**src/cvr_pkg.sv**
```systemverilog
// Package with register map, field layout and reset values for the comparator sync block.
package cvr_pkg;
   // Register byte addresses.
   localparam logic [31:0] ADDR_GATE_SYNC_CFG = 32'h0000_0000;
   localparam logic [31:0] ADDR_VREF_CTRL = 32'h0000_0004;
   localparam int ADDR_DEC_W = 8;
   // Gate and sync configuration fields.
   localparam int CFG_SYNC_BIT = 0;
   localparam int CFG_GSS_BIT = 1;
   localparam logic [7:0] CFG_MASK = 8'h03;
   localparam logic [7:0] CFG_RESET = 8'h02;
   // Voltage reference control fields.
   localparam int VREF_EN_BIT = 7;
   localparam int VREF_RANGE_BIT = 5;
   localparam int VREF_LEVEL_LSB = 0;
   localparam int VREF_LEVEL_W = 4;
   localparam logic [7:0] VREF_MASK = 8'hAF;
   localparam logic [7:0] VREF_RESET = 8'h00;
   // Reference level is expressed in 96ths of the supply, the common multiple of 24, 32 and 4.
   localparam int REF_OUT_W = 7;
   localparam logic [6:0] REF_LOW_SCALE = 7'h04;
   localparam logic [6:0] REF_HIGH_SCALE = 7'h03;
   localparam logic [6:0] REF_HIGH_BASE = 7'h18;
   // AHB transfer type bit that marks an active transfer.
   localparam int HTRANS_ACTIVE_BIT = 1;
endpackage

```
**src/cvr_top.sv**
```systemverilog
// Comparator output synchroniser, timer gate select and voltage reference control.
//
// Chosen here: the AHB-Lite interface to the registers and the register addresses.
`timescale 1ns/100ps
module cvr_top
   import cvr_pkg::*;
(
   // Clock and reset.
   input wire logic clk_sys,
   input wire logic rstn,
   // AHB-Lite slave port.
   input wire logic hsel,
   input wire logic [31:0] haddr,
   input wire logic [1:0] htrans,
   input wire logic hwrite,
   input wire logic [2:0] hsize,
   input wire logic [31:0] hwdata,
   input wire logic hready,
   output logic hreadyout,
   output logic hresp,
   output logic [31:0] hrdata,
   // Timer clock sources and timer state.
   input wire logic timer_clk_raw,
   input wire logic timer_clk_prescaled,
   input wire logic timer_prescale_on,
   input wire logic timer_on,
   input wire logic timer_gate_enable,
   // Comparator and gate pin.
   input wire logic second_comparator_out,
   input wire logic external_gate_pin,
   // Timer gate, count and comparator sync outputs.
   output logic timer_gate,
   output logic timer_count_pulse,
   output logic comparator_sync_out,
   // Voltage reference outputs.
   output logic reference_enable,
   output logic [REF_OUT_W-1:0] comparator_reference_output
);
   logic [1:0] rst_q;
   logic rst_n;
   logic dp_valid;
   logic dp_write;
   logic [ADDR_DEC_W-1:0] dp_addr;
   logic next_dp_valid;
   logic next_dp_write;
   logic [ADDR_DEC_W-1:0] next_dp_addr;
   logic [7:0] comparator_gate_sync_config;
   logic [7:0] voltage_reference_control;
   logic [7:0] next_cfg;
   logic [7:0] next_vref;
   logic cmp_latched;
   logic next_cmp_latched;
   logic timer_clk_sel;
   logic clk_rise;
   logic clk_fall;
   logic cmp_path;
   logic wr_cfg;
   logic wr_vref;

   // Reset is released through two flops so that its removal is clean against clk_sys.
   always_ff @(posedge clk_sys or negedge rstn) begin
      if (!rstn) begin
         rst_q <= 2'b00;
      end else begin
         rst_q <= {rst_q[0], 1'b1};
      end
   end
   assign rst_n = rst_q[1];

   // Address phase is captured when the bus is ready and the slave is selected.
   always_comb begin
      next_dp_valid = hsel && htrans[HTRANS_ACTIVE_BIT] && hready;
      next_dp_write = hwrite;
      next_dp_addr = haddr[ADDR_DEC_W-1:0];
      if (!hready) begin
         next_dp_valid = dp_valid;
         next_dp_write = dp_write;
         next_dp_addr = dp_addr;
      end
   end

   always_ff @(posedge clk_sys or negedge rst_n) begin
      if (!rst_n) begin
         dp_valid <= 1'b0;
         dp_write <= 1'b0;
         dp_addr <= '0;
      end else begin
         dp_valid <= next_dp_valid;
         dp_write <= next_dp_write;
         dp_addr <= next_dp_addr;
      end
   end

   assign wr_cfg = dp_valid && dp_write && dp_addr == ADDR_GATE_SYNC_CFG[ADDR_DEC_W-1:0];
   assign wr_vref = dp_valid && dp_write && dp_addr == ADDR_VREF_CTRL[ADDR_DEC_W-1:0];

   // Register writes land at the end of the data phase; unmapped writes are dropped.
   // Masking on write keeps unimplemented bits at zero so reads need no extra gating.
   always_comb begin
      next_cfg = comparator_gate_sync_config;
      next_vref = voltage_reference_control;
      if (wr_cfg) begin
         next_cfg = hwdata[7:0] & CFG_MASK;
      end
      if (wr_vref) begin
         next_vref = hwdata[7:0] & VREF_MASK;
      end
   end

   always_ff @(posedge clk_sys or negedge rst_n) begin
      if (!rst_n) begin
         comparator_gate_sync_config <= CFG_RESET;
         voltage_reference_control <= VREF_RESET;
      end else begin
         comparator_gate_sync_config <= next_cfg;
         voltage_reference_control <= next_vref;
      end
   end

   // Read data is a mux of flops, so a read right after a write sees the new value.
   always_comb begin
      hrdata = 32'h0000_0000;
      if (dp_valid && !dp_write) begin
         if (dp_addr == ADDR_GATE_SYNC_CFG[ADDR_DEC_W-1:0]) begin
            hrdata = {24'h00_0000, comparator_gate_sync_config};
         end else if (dp_addr == ADDR_VREF_CTRL[ADDR_DEC_W-1:0]) begin
            hrdata = {24'h00_0000, voltage_reference_control};
         end
      end
   end

   // Every access completes without wait states and with an OKAY answer.
   assign hreadyout = 1'b1;
   assign hresp = 1'b0;

   // The latch follows the prescaled clock when the prescaler is in use.
   assign timer_clk_sel = timer_prescale_on ? timer_clk_prescaled : timer_clk_raw;

   cvr_edge_det #(
      .W(1)
   ) u_clk_edge (
      .clk_sys(clk_sys),
      .rst_n(rst_n),
      .level(timer_clk_sel),
      .rise(clk_rise),
      .fall(clk_fall)
   );

   // Comparator is caught on the falling edge so it is stable when the timer counts on rising.
   always_comb begin
      next_cmp_latched = cmp_latched;
      if (clk_fall) begin
         next_cmp_latched = second_comparator_out;
      end
   end

   always_ff @(posedge clk_sys or negedge rst_n) begin
      if (!rst_n) begin
         cmp_latched <= 1'b0;
      end else begin
         cmp_latched <= next_cmp_latched;
      end
   end

   // Sync and gate selects; the unsynchronised path is a known race hazard left to software.
   assign cmp_path = comparator_gate_sync_config[CFG_SYNC_BIT] ? cmp_latched
                                                               : second_comparator_out;
   assign timer_gate = comparator_gate_sync_config[CFG_GSS_BIT] ? external_gate_pin
                                                               : cmp_path;
   assign comparator_sync_out = cmp_path;

   // Counting happens on rising edges only, gated when the timer runs with gating on.
   assign timer_count_pulse = clk_rise && timer_on
                              && (!timer_gate_enable || timer_gate);

   // Reference controls come only from their own register.
   assign reference_enable = voltage_reference_control[VREF_EN_BIT];

   cvr_ref_level #(
      .LEVEL_W(VREF_LEVEL_W)
   ) u_ref (
      .clk_sys(clk_sys),
      .rst_n(rst_n),
      .enable(voltage_reference_control[VREF_EN_BIT]),
      .range_low(voltage_reference_control[VREF_RANGE_BIT]),
      .level(voltage_reference_control[VREF_LEVEL_LSB +: VREF_LEVEL_W]),
      .level_96(comparator_reference_output)
   );
endmodule // cvr_top

```
**src/cvr_edge_det.sv**
```systemverilog
// Edge detector that flags rising and falling edges of a sampled level.
`timescale 1ns/100ps
module cvr_edge_det #(
   parameter int W = 1
) (
   // Clock and reset.
   input wire logic clk_sys,
   input wire logic rst_n,
   // Level in, edge pulses out.
   input wire logic [W-1:0] level,
   output logic [W-1:0] rise,
   output logic [W-1:0] fall
);
   logic [W-1:0] prev;
   logic [W-1:0] next_prev;
   logic primed;
   logic next_primed;

   if (W < 1) begin : g_chk
      $error("cvr_edge_det needs W of at least 1.");
   end

   // Previous sample follows the input every cycle; primed marks that it holds a real sample.
   always_comb begin
      next_prev = level;
      next_primed = 1'b1;
   end

   always_ff @(posedge clk_sys or negedge rst_n) begin
      if (!rst_n) begin
         prev <= '0;
         primed <= 1'b0;
      end else begin
         prev <= next_prev;
         primed <= next_primed;
      end
   end

   // Pulses last exactly one cycle after the level changes.
   // The first sample after reset only loads prev, so a level already high is no false edge.
   assign rise = level & ~prev & {W{primed}};
   assign fall = ~level & prev & {W{primed}};
endmodule // cvr_edge_det

```
**src/cvr_ref_level.sv**
```systemverilog
// Reference level calculator that turns the control fields into a 96ths-of-supply code.
`timescale 1ns/100ps
module cvr_ref_level
   import cvr_pkg::*;
#(
   parameter int LEVEL_W = VREF_LEVEL_W
) (
   // Clock and reset.
   input wire logic clk_sys,
   input wire logic rst_n,
   // Control fields.
   input wire logic enable,
   input wire logic range_low,
   input wire logic [LEVEL_W-1:0] level,
   // Reference code in 96ths of the supply.
   output logic [REF_OUT_W-1:0] level_96
);
   logic [REF_OUT_W-1:0] next_level_96;
   logic [REF_OUT_W-1:0] lvl_w;

   if (LEVEL_W != 4) begin : g_chk
      $error("cvr_ref_level supports only a four-bit level field.");
   end

   // Scale the field; the low range steps by 1/24, the high one by 1/32 above 1/4.
   always_comb begin
      lvl_w = {{(REF_OUT_W - LEVEL_W){1'b0}}, level};
      if (!enable) begin
         next_level_96 = '0;
      end else if (range_low) begin
         next_level_96 = 7'(lvl_w * REF_LOW_SCALE);
      end else begin
         next_level_96 = 7'(REF_HIGH_BASE + lvl_w * REF_HIGH_SCALE);
      end
   end

   always_ff @(posedge clk_sys or negedge rst_n) begin
      if (!rst_n) begin
         level_96 <= '0;
      end else begin
         level_96 <= next_level_96;
      end
   end
endmodule // cvr_ref_level

```
**config.mk**
```make
export PLATFORM = sky130hd
export DESIGN_NAME = cvr_top
export DESIGN_NICKNAME = d
export VERILOG_FILES = /design/src/cvr_pkg.sv /design/src/cvr_top.sv /design/src/cvr_edge_det.sv /design/src/cvr_ref_level.sv
export SDC_FILE = /design/constraint.sdc
export NUM_CORES = 1
export LEC_CHECK = 0
export BUFFER_PORTS_ARGS = -buffer_cell sky130_fd_sc_hd__buf_2
export CELL_PAD_IN_SITES_DETAIL_PLACEMENT = 1
export CELL_PAD_IN_SITES_GLOBAL_PLACEMENT = 1
export CORE_ASPECT_RATIO = 1.25
export CORE_UTILIZATION = 25
export CTS_CLUSTER_DIAMETER = 40
export DETAILED_ROUTE_END_ITERATION = 6
export GPL_TIMING_DRIVEN = 1
export MAX_ROUTING_LAYER = met4
export PLACE_DENSITY = 0.78
export SETUP_SLACK_MARGIN = 0.5
export SYNTH_ARGS = -nofsm -noshare
export SYNTH_HDL_FRONTEND = slang
export SYNTH_SLANG_ARGS = --single-unit
```
**constraint.sdc**
```tcl
create_clock -name clk_sys -period 1.4 [get_ports clk_sys]
set_input_delay 0.21 -clock clk_sys [delete_from_list [all_inputs] [get_ports clk_sys]]
set_output_delay 0.21 -clock clk_sys [all_outputs]
set_load 0.005 [all_outputs]
```
==> results of run 1 <==
-- critical path, stage by stage, from the launching register on --
cell and delay (ns):
dfrtp_2 0.45, ha_4 0.18, inv_2 0.05, fa_1 0.41
or3b_4 0.39, a21oi_2 0.14, mux2i_1 0.21
-- cell usage in the layout, fill, tap and decap left out, drive strengths merged, types with 3 or more instances in the layout --
cell,instances
inv,6
mux2i,6
ha,4
and2,7
nor2b,3
conb,30
clkbuf,6
mux2,20
nor3,3
dfrtp,29
nand2,5
o21ai,3
buf,70
-- cells by family after synthesis --
family	share of synthesized area [%]
xor gates and xnor gates	0.542
adders and majority gates	5.57
AOI/OAI and AO/OA	1.70
DFF	46.5
other	0.465
and+or+nand+nor	12.7
muxes	17.6
buffers and inverters	14.9
-- state kept, by name, summed over array words and instances, names as in the netlist --
signal	count
dp_write	1
comparator_gate_sync_config	2
rst_q	2
dp_addr	8
voltage_reference_control	6
u_clk_edge.prev	1
cmp_latched	1
u_clk_edge.primed	1
dp_valid	1
u_ref.level_96	7
-- worst paths after layout --
| check | end | cells past startpoint | slack [ns] | startpoint |
|---|---|---|---|---|
| min reg2reg | cmp_latched | 0 | 0.06 | rst_q[1] |
| min | cmp_latched | 0 | 0.06 | rst_q[1] |
| min in group clk_sys | voltage_reference_control[5] | 2 | 0.15 | hwdata[5] |
| max | u_ref.level_96[5] | 6 | -0.50 | voltage_reference_control[2] |
| max in group asynchronous | comparator_gate_sync_config[1] | 1 | 0.74 | rst_q[1] |
| max reg2reg | u_ref.level_96[5] | 6 | -0.50 | voltage_reference_control[2] |
-- through the flow --
stage          area [sq um]  TNS [ns]
6_report               2330     -5.60
3_3_place_gp           1980     -1.82
2_1_floorplan          1780    -0.944
5_1_grt                2330     -7.46
4_1_cts                2240     -5.27
3_5_place_dp           1980     -2.35
-- cells in the mapped netlist (2+ instances only) --
cell,count
buf_4,28
nor3_1,3
inv_1,6
mux2_2,18
nand2_1,5
nand3_1,2
mux2_1,2
conb_1,2
fa_1,2
dfrtp_1,29
o21ai_0,3
nor2b_1,3
and2_1,7
mux2i_1,6
ha_1,4
clkbuf_1,2
-- power by group through the flow --
stage | combinational (mW) | clock (mW) | sequential, mW
finish | 0.438 | 0.728 | 1.00
global placement | 0.307 | 0 | 1.01
global route | 0.487 | 0.796 | 1.01
floorplan | 0.233 | 0 | 1.02
detailed placement | 0.325 | 0 | 1.02
CTS | 0.397 | 0.758 | 1.00
-- final cells by class --
class,instances,area [sq um]
Timing Repair Buffer,71,500
Multi-Input combinational cell,95,852
Sequential cell,30,754
Clock buffer,6,82.6
Clock inverter,2,12.5
Tap cell,85,106
Fill cell,702,3870
Inverter,6,22.5
-- layer usage --
layer  wire (um)  vias to the layer above
met3         212                        8
met5           0                        -
met4          78                        0
li1            -                      536
met1        1280                      563
met2        2100                       51
-- what timing repair did --
| action | in CTS | in global routing |
|---|---|---|
| setup buffers | 9 | 5 |
| pin swaps | 11 | 7 |
| resized for setup | 19 | 13 |
| endpoints found under the hold margin | 2 | 0 |
| hold buffers | 1 | 0 |
| setup endpoints to repair | 34 | 35 |
==> key figures, run 1 <==
Cells and area
  – Final standard cell count with taps included and fillers excluded: 295
  – Share of post-route cells with drive strength above 1: ~58%
  – Area grow syn2layout: 44.2%
  – ANT cells: 0
  – Fin nets: slightly below 300
  – Fin util: approximately 38%

STA
  – Worst clock skew: approximately 0.0083 ns
  – Max Slew Vio Count: 0
  – Tmin final: 1.90 ns
  – Final critical-path share of the clock period: 136%
  – Post-route worst hold slack: approximately 0.058 ns
  – Fmax achieved: 0.527 GHz
  – Setup repair after global routing missed its margin: true
  – Worst setup slack after layout: -0.497 ns
  – Number of failing hold endpoints at the final stage: 0
  – Number of endpoints failing setup at the final stage: 21

Clocking
  – Max Buffers Root-to-Sink: 2
  – Clock tree root driver cell: clkbuf_8
  – Depth of the CTS H-tree: 2
  – Reg clk slew, reported paths: about 0.070 ns
  – Number of clock sinks seen by CTS: 30
  – CTS tree: done
  – CTS Buf Count: 5
  – Clock network latency to the later pin of the worst-skew pair: ~0.28 ns

Power and ir drop
  – Combinational fraction of design power: between 20% and 30%
  – Max VDD drop: 0.000528 V
  – Clock network power share: roughly 34%
  – Net switching power: roughly 0.57 mW
  – Power per cell area: 931 nW/um^2
  – Total design power: around 2.2 mW
  – Share of total power in sequential cells: roughly 46%
  – Internal power component: around 1.6 mW
  – LEAKAGE: 1.15 nW
  – Switching part of the total: 26.4%

Setup path
  – Critical path fanouts, max: 4
  – Arrival time at the worst endpoint: 2.10 ns
  – CP Data Required Time: about 1.6 ns
  – Critical path class: flop to flop
  – Setup crit start kind: flop
  – Worst setup EP type: flop

Global route
  – Met1 Resource Use GR: 12.3%
  – Global route hottest layer: met2
  – Remaining global-route overflow: 0
  – GRT met3 Usage: 4.07%
  – Number of global-route vias before repair: between 1000 and 1500
  – Met2 track utilization from global routing: 21.8%
  – Overall global routing resource usage: between 10 and 15%
  – Maximum number of pins on one net before global-route repair: 26
  – Wire length of the first global-routing pass: around 6.1 mm
  – Number of antenna violations at the first check in global routing: 0

Place
  – IO buf count: 43
  – Number of placed cells counting well taps: about 270
  – Final GP Congestion: 0.803
  – Setup slack after placement: -0.494 ns
  – Post-DP HPWL: 2.76 mm

Status
  – Failing checks: setup timing
  – Status: finished, violations left

Synth
  – Synthesized instance count: about 130
  – Number of warnings reported in the yosys synthesis log: 0
  – Count of unique library cells instantiated by Yosys: 27
  – Post-Synthesis Mean Instance Area: roughly 12 sq um
  – Ys flop type: dfrtp_1
  – Share of the yosys chip area belonging to registers: between 40 and 50%
  – Top cells by area in the synthesized netlist: dfrtp_1 45%, buf_4 13%, mux2_2 13%, mux2i_1 3.7%, ha_1 3.1%
  – Flops & latches, synth: 30
  – Post-synth top area cell: dfrtp_1
  – Number of synthesized flops with an enable pin: 0
  – Synthesized area: roughly 1600 sq um
  – Share of flip-flops with an asynchronous set or reset after synthesis: 100%
  – Area fraction of the dominant cell type after synthesis: about 45%

Worst hold path
  – Hold Crit Class: flop to asynchronous set/reset pin

Route
  – Count of vias placed by the detailed router: about 1200
  – Remaining antenna violation count: 0
  – Wire length after detailed routing: between 3 and 4 mm
  – Detailed-route DRC error count: 0
  – Post-DR wirelength/cell: 12.5 um
  – DR pass1 iterations: 4
  – Number of design-rule violations left by the first detailed-router iteration: 39
  – Number of vias per cell after detailed routing: just under 4

Die
  – Initial core utilization: 26.0%
  – Site row count: 32
  – Core outline area: a little over 6000 sq um
  – Top-Level Pins: around 130
  – Width of the die: approximately 74 um
  – Die area: 6790 sq um
  – Die Y-Extent: around 92 um

Job
  – Count of maximum capacitance violations: 0
Power figures use the tool's default switching activity.
==> run 2, diff against run 1 <==
--- a/config.mk
+++ b/config.mk
@@ -19,3 +19,4 @@
 export SYNTH_ARGS = -nofsm -noshare
 export SYNTH_HDL_FRONTEND = slang
 export SYNTH_SLANG_ARGS = --single-unit
+export TNS_END_PERCENT = 10
==> key figures, run 2 (synthesis results as in run 1) <==
Status
  – Status: finished, violations left
  – Failing checks: setup timing

Place
  – IO buf count: 43
  – Number of placed cells counting well taps: 271
  – Post-DP HPWL: roughly 2.7 mm
  – DP Area: around 1900 sq um
  – Setup slack after placement: -0.496 ns
  – Final GP Congestion: 0.852

Cells and area
  – Fin nets: about 290
  – Fin util: roughly 35%
  – Final standard cell count with taps included and fillers excluded: 286
  – Layout Cell Area excl Fill: 2150 sq um
  – Layout filler cell count: 711
  – Area taken by multi-input logic gates: roughly 800 sq um
  – Registers with the most flip-flops: dp_addr (8), u_ref.level_96 (7), voltage_reference_control (6)
  – Largest register by flop count: dp_addr
  – Area grow syn2layout: 32.8%
  – Register area: approximately 760 sq um
  – ANT cells: 0
  – Number of flip-flops under the largest register name: 8
  – Most common library cell in the layout ignoring fill and taps: buf_2
  – Share of post-route cells with drive strength above 1: a little over half
  – Leading cell types in the layout, fill and taps excluded: 42 x buf_2, 30 x conb_1, 26 x dfrtp_1

Global route
  – Remaining global-route overflow: 0
  – Number of antenna violations at the first check in global routing: 0
  – Maximum number of pins on one net before global-route repair: 16
  – Overall global routing resource usage: about 11%
  – Number of global-route vias before repair: 1245
  – Wire length of the first global-routing pass: 5.72 mm

Worst hold path
  – Hold Crit Class: input pin to flop
  – Number of instances on the worst hold path: 2

Setup path
  – Setup crit start kind: flop
  – Stage delay of the slowest cell on the critical path: approximately 0.44 ns
  – Worst path buffer plus inverter count: 1
  – Critical path class: flop to flop
  – Arrival time at the worst endpoint: roughly 2.1 ns
  – Worst setup EP type: flop
  – Master of the slowest instance on the critical path: dfrtp_2
  – Cell-by-cell trace of the critical path: ha_4 > inv_2 > fa_1 > or3b_4 > a21oi_2 > mux2i_1
  – Critical path fanouts, max: 5
  – CP Data Required Time: 1.60 ns
  – Cell depth of the worst setup path: 6
  – Worst reg-to-reg path cell count: 6
  – Largest delay share family, worst path: adder cells

Die
  – Top-Level Pins: approximately 130
  – Initial core utilization: between 20% and 30%
  – Site row count: 32
  – Die Y-Extent: 91.9 um
  – Die area: roughly 6800 sq um
  – Width of the die: around 74 um
  – Core outline area: 6210 sq um

STA
  – Post-route worst hold slack: roughly 0.15 ns
  – Number of failing hold endpoints at the final stage: 0
  – Sum of negative setup slack: -5.81 ns
  – Final critical-path share of the clock period: 134%
  – Worst clock skew: between 0.004 and 0.005 ns
  – Worst setup slack after layout: -0.472 ns
  – Setup repair after global routing missed its margin: true
  – Number of endpoints failing setup at the final stage: 21
  – Fmax achieved: between 0.5 and 0.6 GHz
  – Tmin final: 1.87 ns
  – Max Slew Vio Count: 0

Route
  – Detailed-route DRC error count: 0
  – Remaining antenna violation count: 0
  – Post-DR wirelength/cell: roughly 12 um
  – Number of design-rule violations left by the first detailed-router iteration: 21
  – DR pass1 iterations: 2
  – Number of vias per cell after detailed routing: ~4
  – Wire length after detailed routing: approximately 3.4 mm
  – Count of vias placed by the detailed router: 1136

Power and ir drop
  – Max VDD drop: approximately 0.00059 V
  – LEAKAGE: ~1.1 nW
  – Power per cell area: between 900 and 1000 nW/um^2
  – Total design power: roughly 2 mW

Clocking
  – Reg clk slew, reported paths: approximately 0.060 ns
  – Clock tree root driver cell: clkbuf_8
  – Number of clock sinks seen by CTS: 30
  – CTS tree: done
  – Clock network latency to the later pin of the worst-skew pair: about 0.28 ns
  – Max Buffers Root-to-Sink: 2
  – CTS Buf Count: 5
  – Depth of the CTS H-tree: 2

Job
  – Count of maximum capacitance violations: 0
run 2: cell types whose count changed in the layout (fill, tap and decap cells not counted), moves of 2 or more:
| cell | before | now |
|---|---|---|
| buf_6 | 16 | 3 |
| ha_2 | 0 | 2 |
| clkbuf_1 | 0 | 2 |
| ha_4 | 4 | 1 |
| buf_2 | 38 | 42 |
| mux2_2 | 13 | 15 |
| mux2_4 | 6 | 4 |
run 2: per-layer routing:
layer | wire, um | global-route usage (%) | part of all wire (%) | vias up
li1 | - | - | - | 524
met1 | 1350 | 13.0 | 39 | 557
met2 | 1850 | 19.5 | 54 | 52
met3 | 196 | 2.31 | 5.7 | 3
met5 | 0 | - | 0 | -
met4 | 29 | 3.85 | 0.85 | 0
run 2: what timing repair did:
| item | CTS | global route |
|---|---|---|
| endpoints found under the hold margin | 2 | 0 |
| setup endpoints to repair | 33 | 34 |
| setup buffers | 4 | 2 |
| hold buffers | 1 | 0 |
| resized for setup | 10 | 8 |
| pin swaps | 9 | 3 |
| cloned | 0 | 0 |
run 2: final cells by class:
class / count / share of cell area, %
flip-flops and latches: 30 / 35.2
multi-input cells: 95 / 37.2
inverters: 6 / 1.05
clock buffers: 8 / 4.20
repair buffers: 62 / 17.4
well taps: 85 / 4.95
run 2: path summary, 6_finish.rpt:
| path | slack [ns] | to | from |
|---|---|---|---|
| setup / recovery | -0.47 | u_ref.level_96[5] | voltage_reference_control[2] |
| hold / removal | 0.15 | voltage_reference_control[5] | hwdata[5] |
| setup reg to reg | -0.47 | u_ref.level_96[5] | voltage_reference_control[2] |
| hold reg to reg | 0.20 | comparator_gate_sync_config[0] | rst_q[1] |
| max in group asynchronous | 0.97 | comparator_gate_sync_config[1] | rst_q[1] |
| min in group asynchronous | 0.20 | comparator_gate_sync_config[0] | rst_q[1] |
run 2: where the power goes:
part	leakage (nW)	total (mW)	switching, mW	internal, mW
sequential	0.358	1.01	0.0677	0.940
clock	0.0455	0.707	0.307	0.400
combinational	0.670	0.336	0.141	0.194
total	1.07	2.05	0.516	1.53
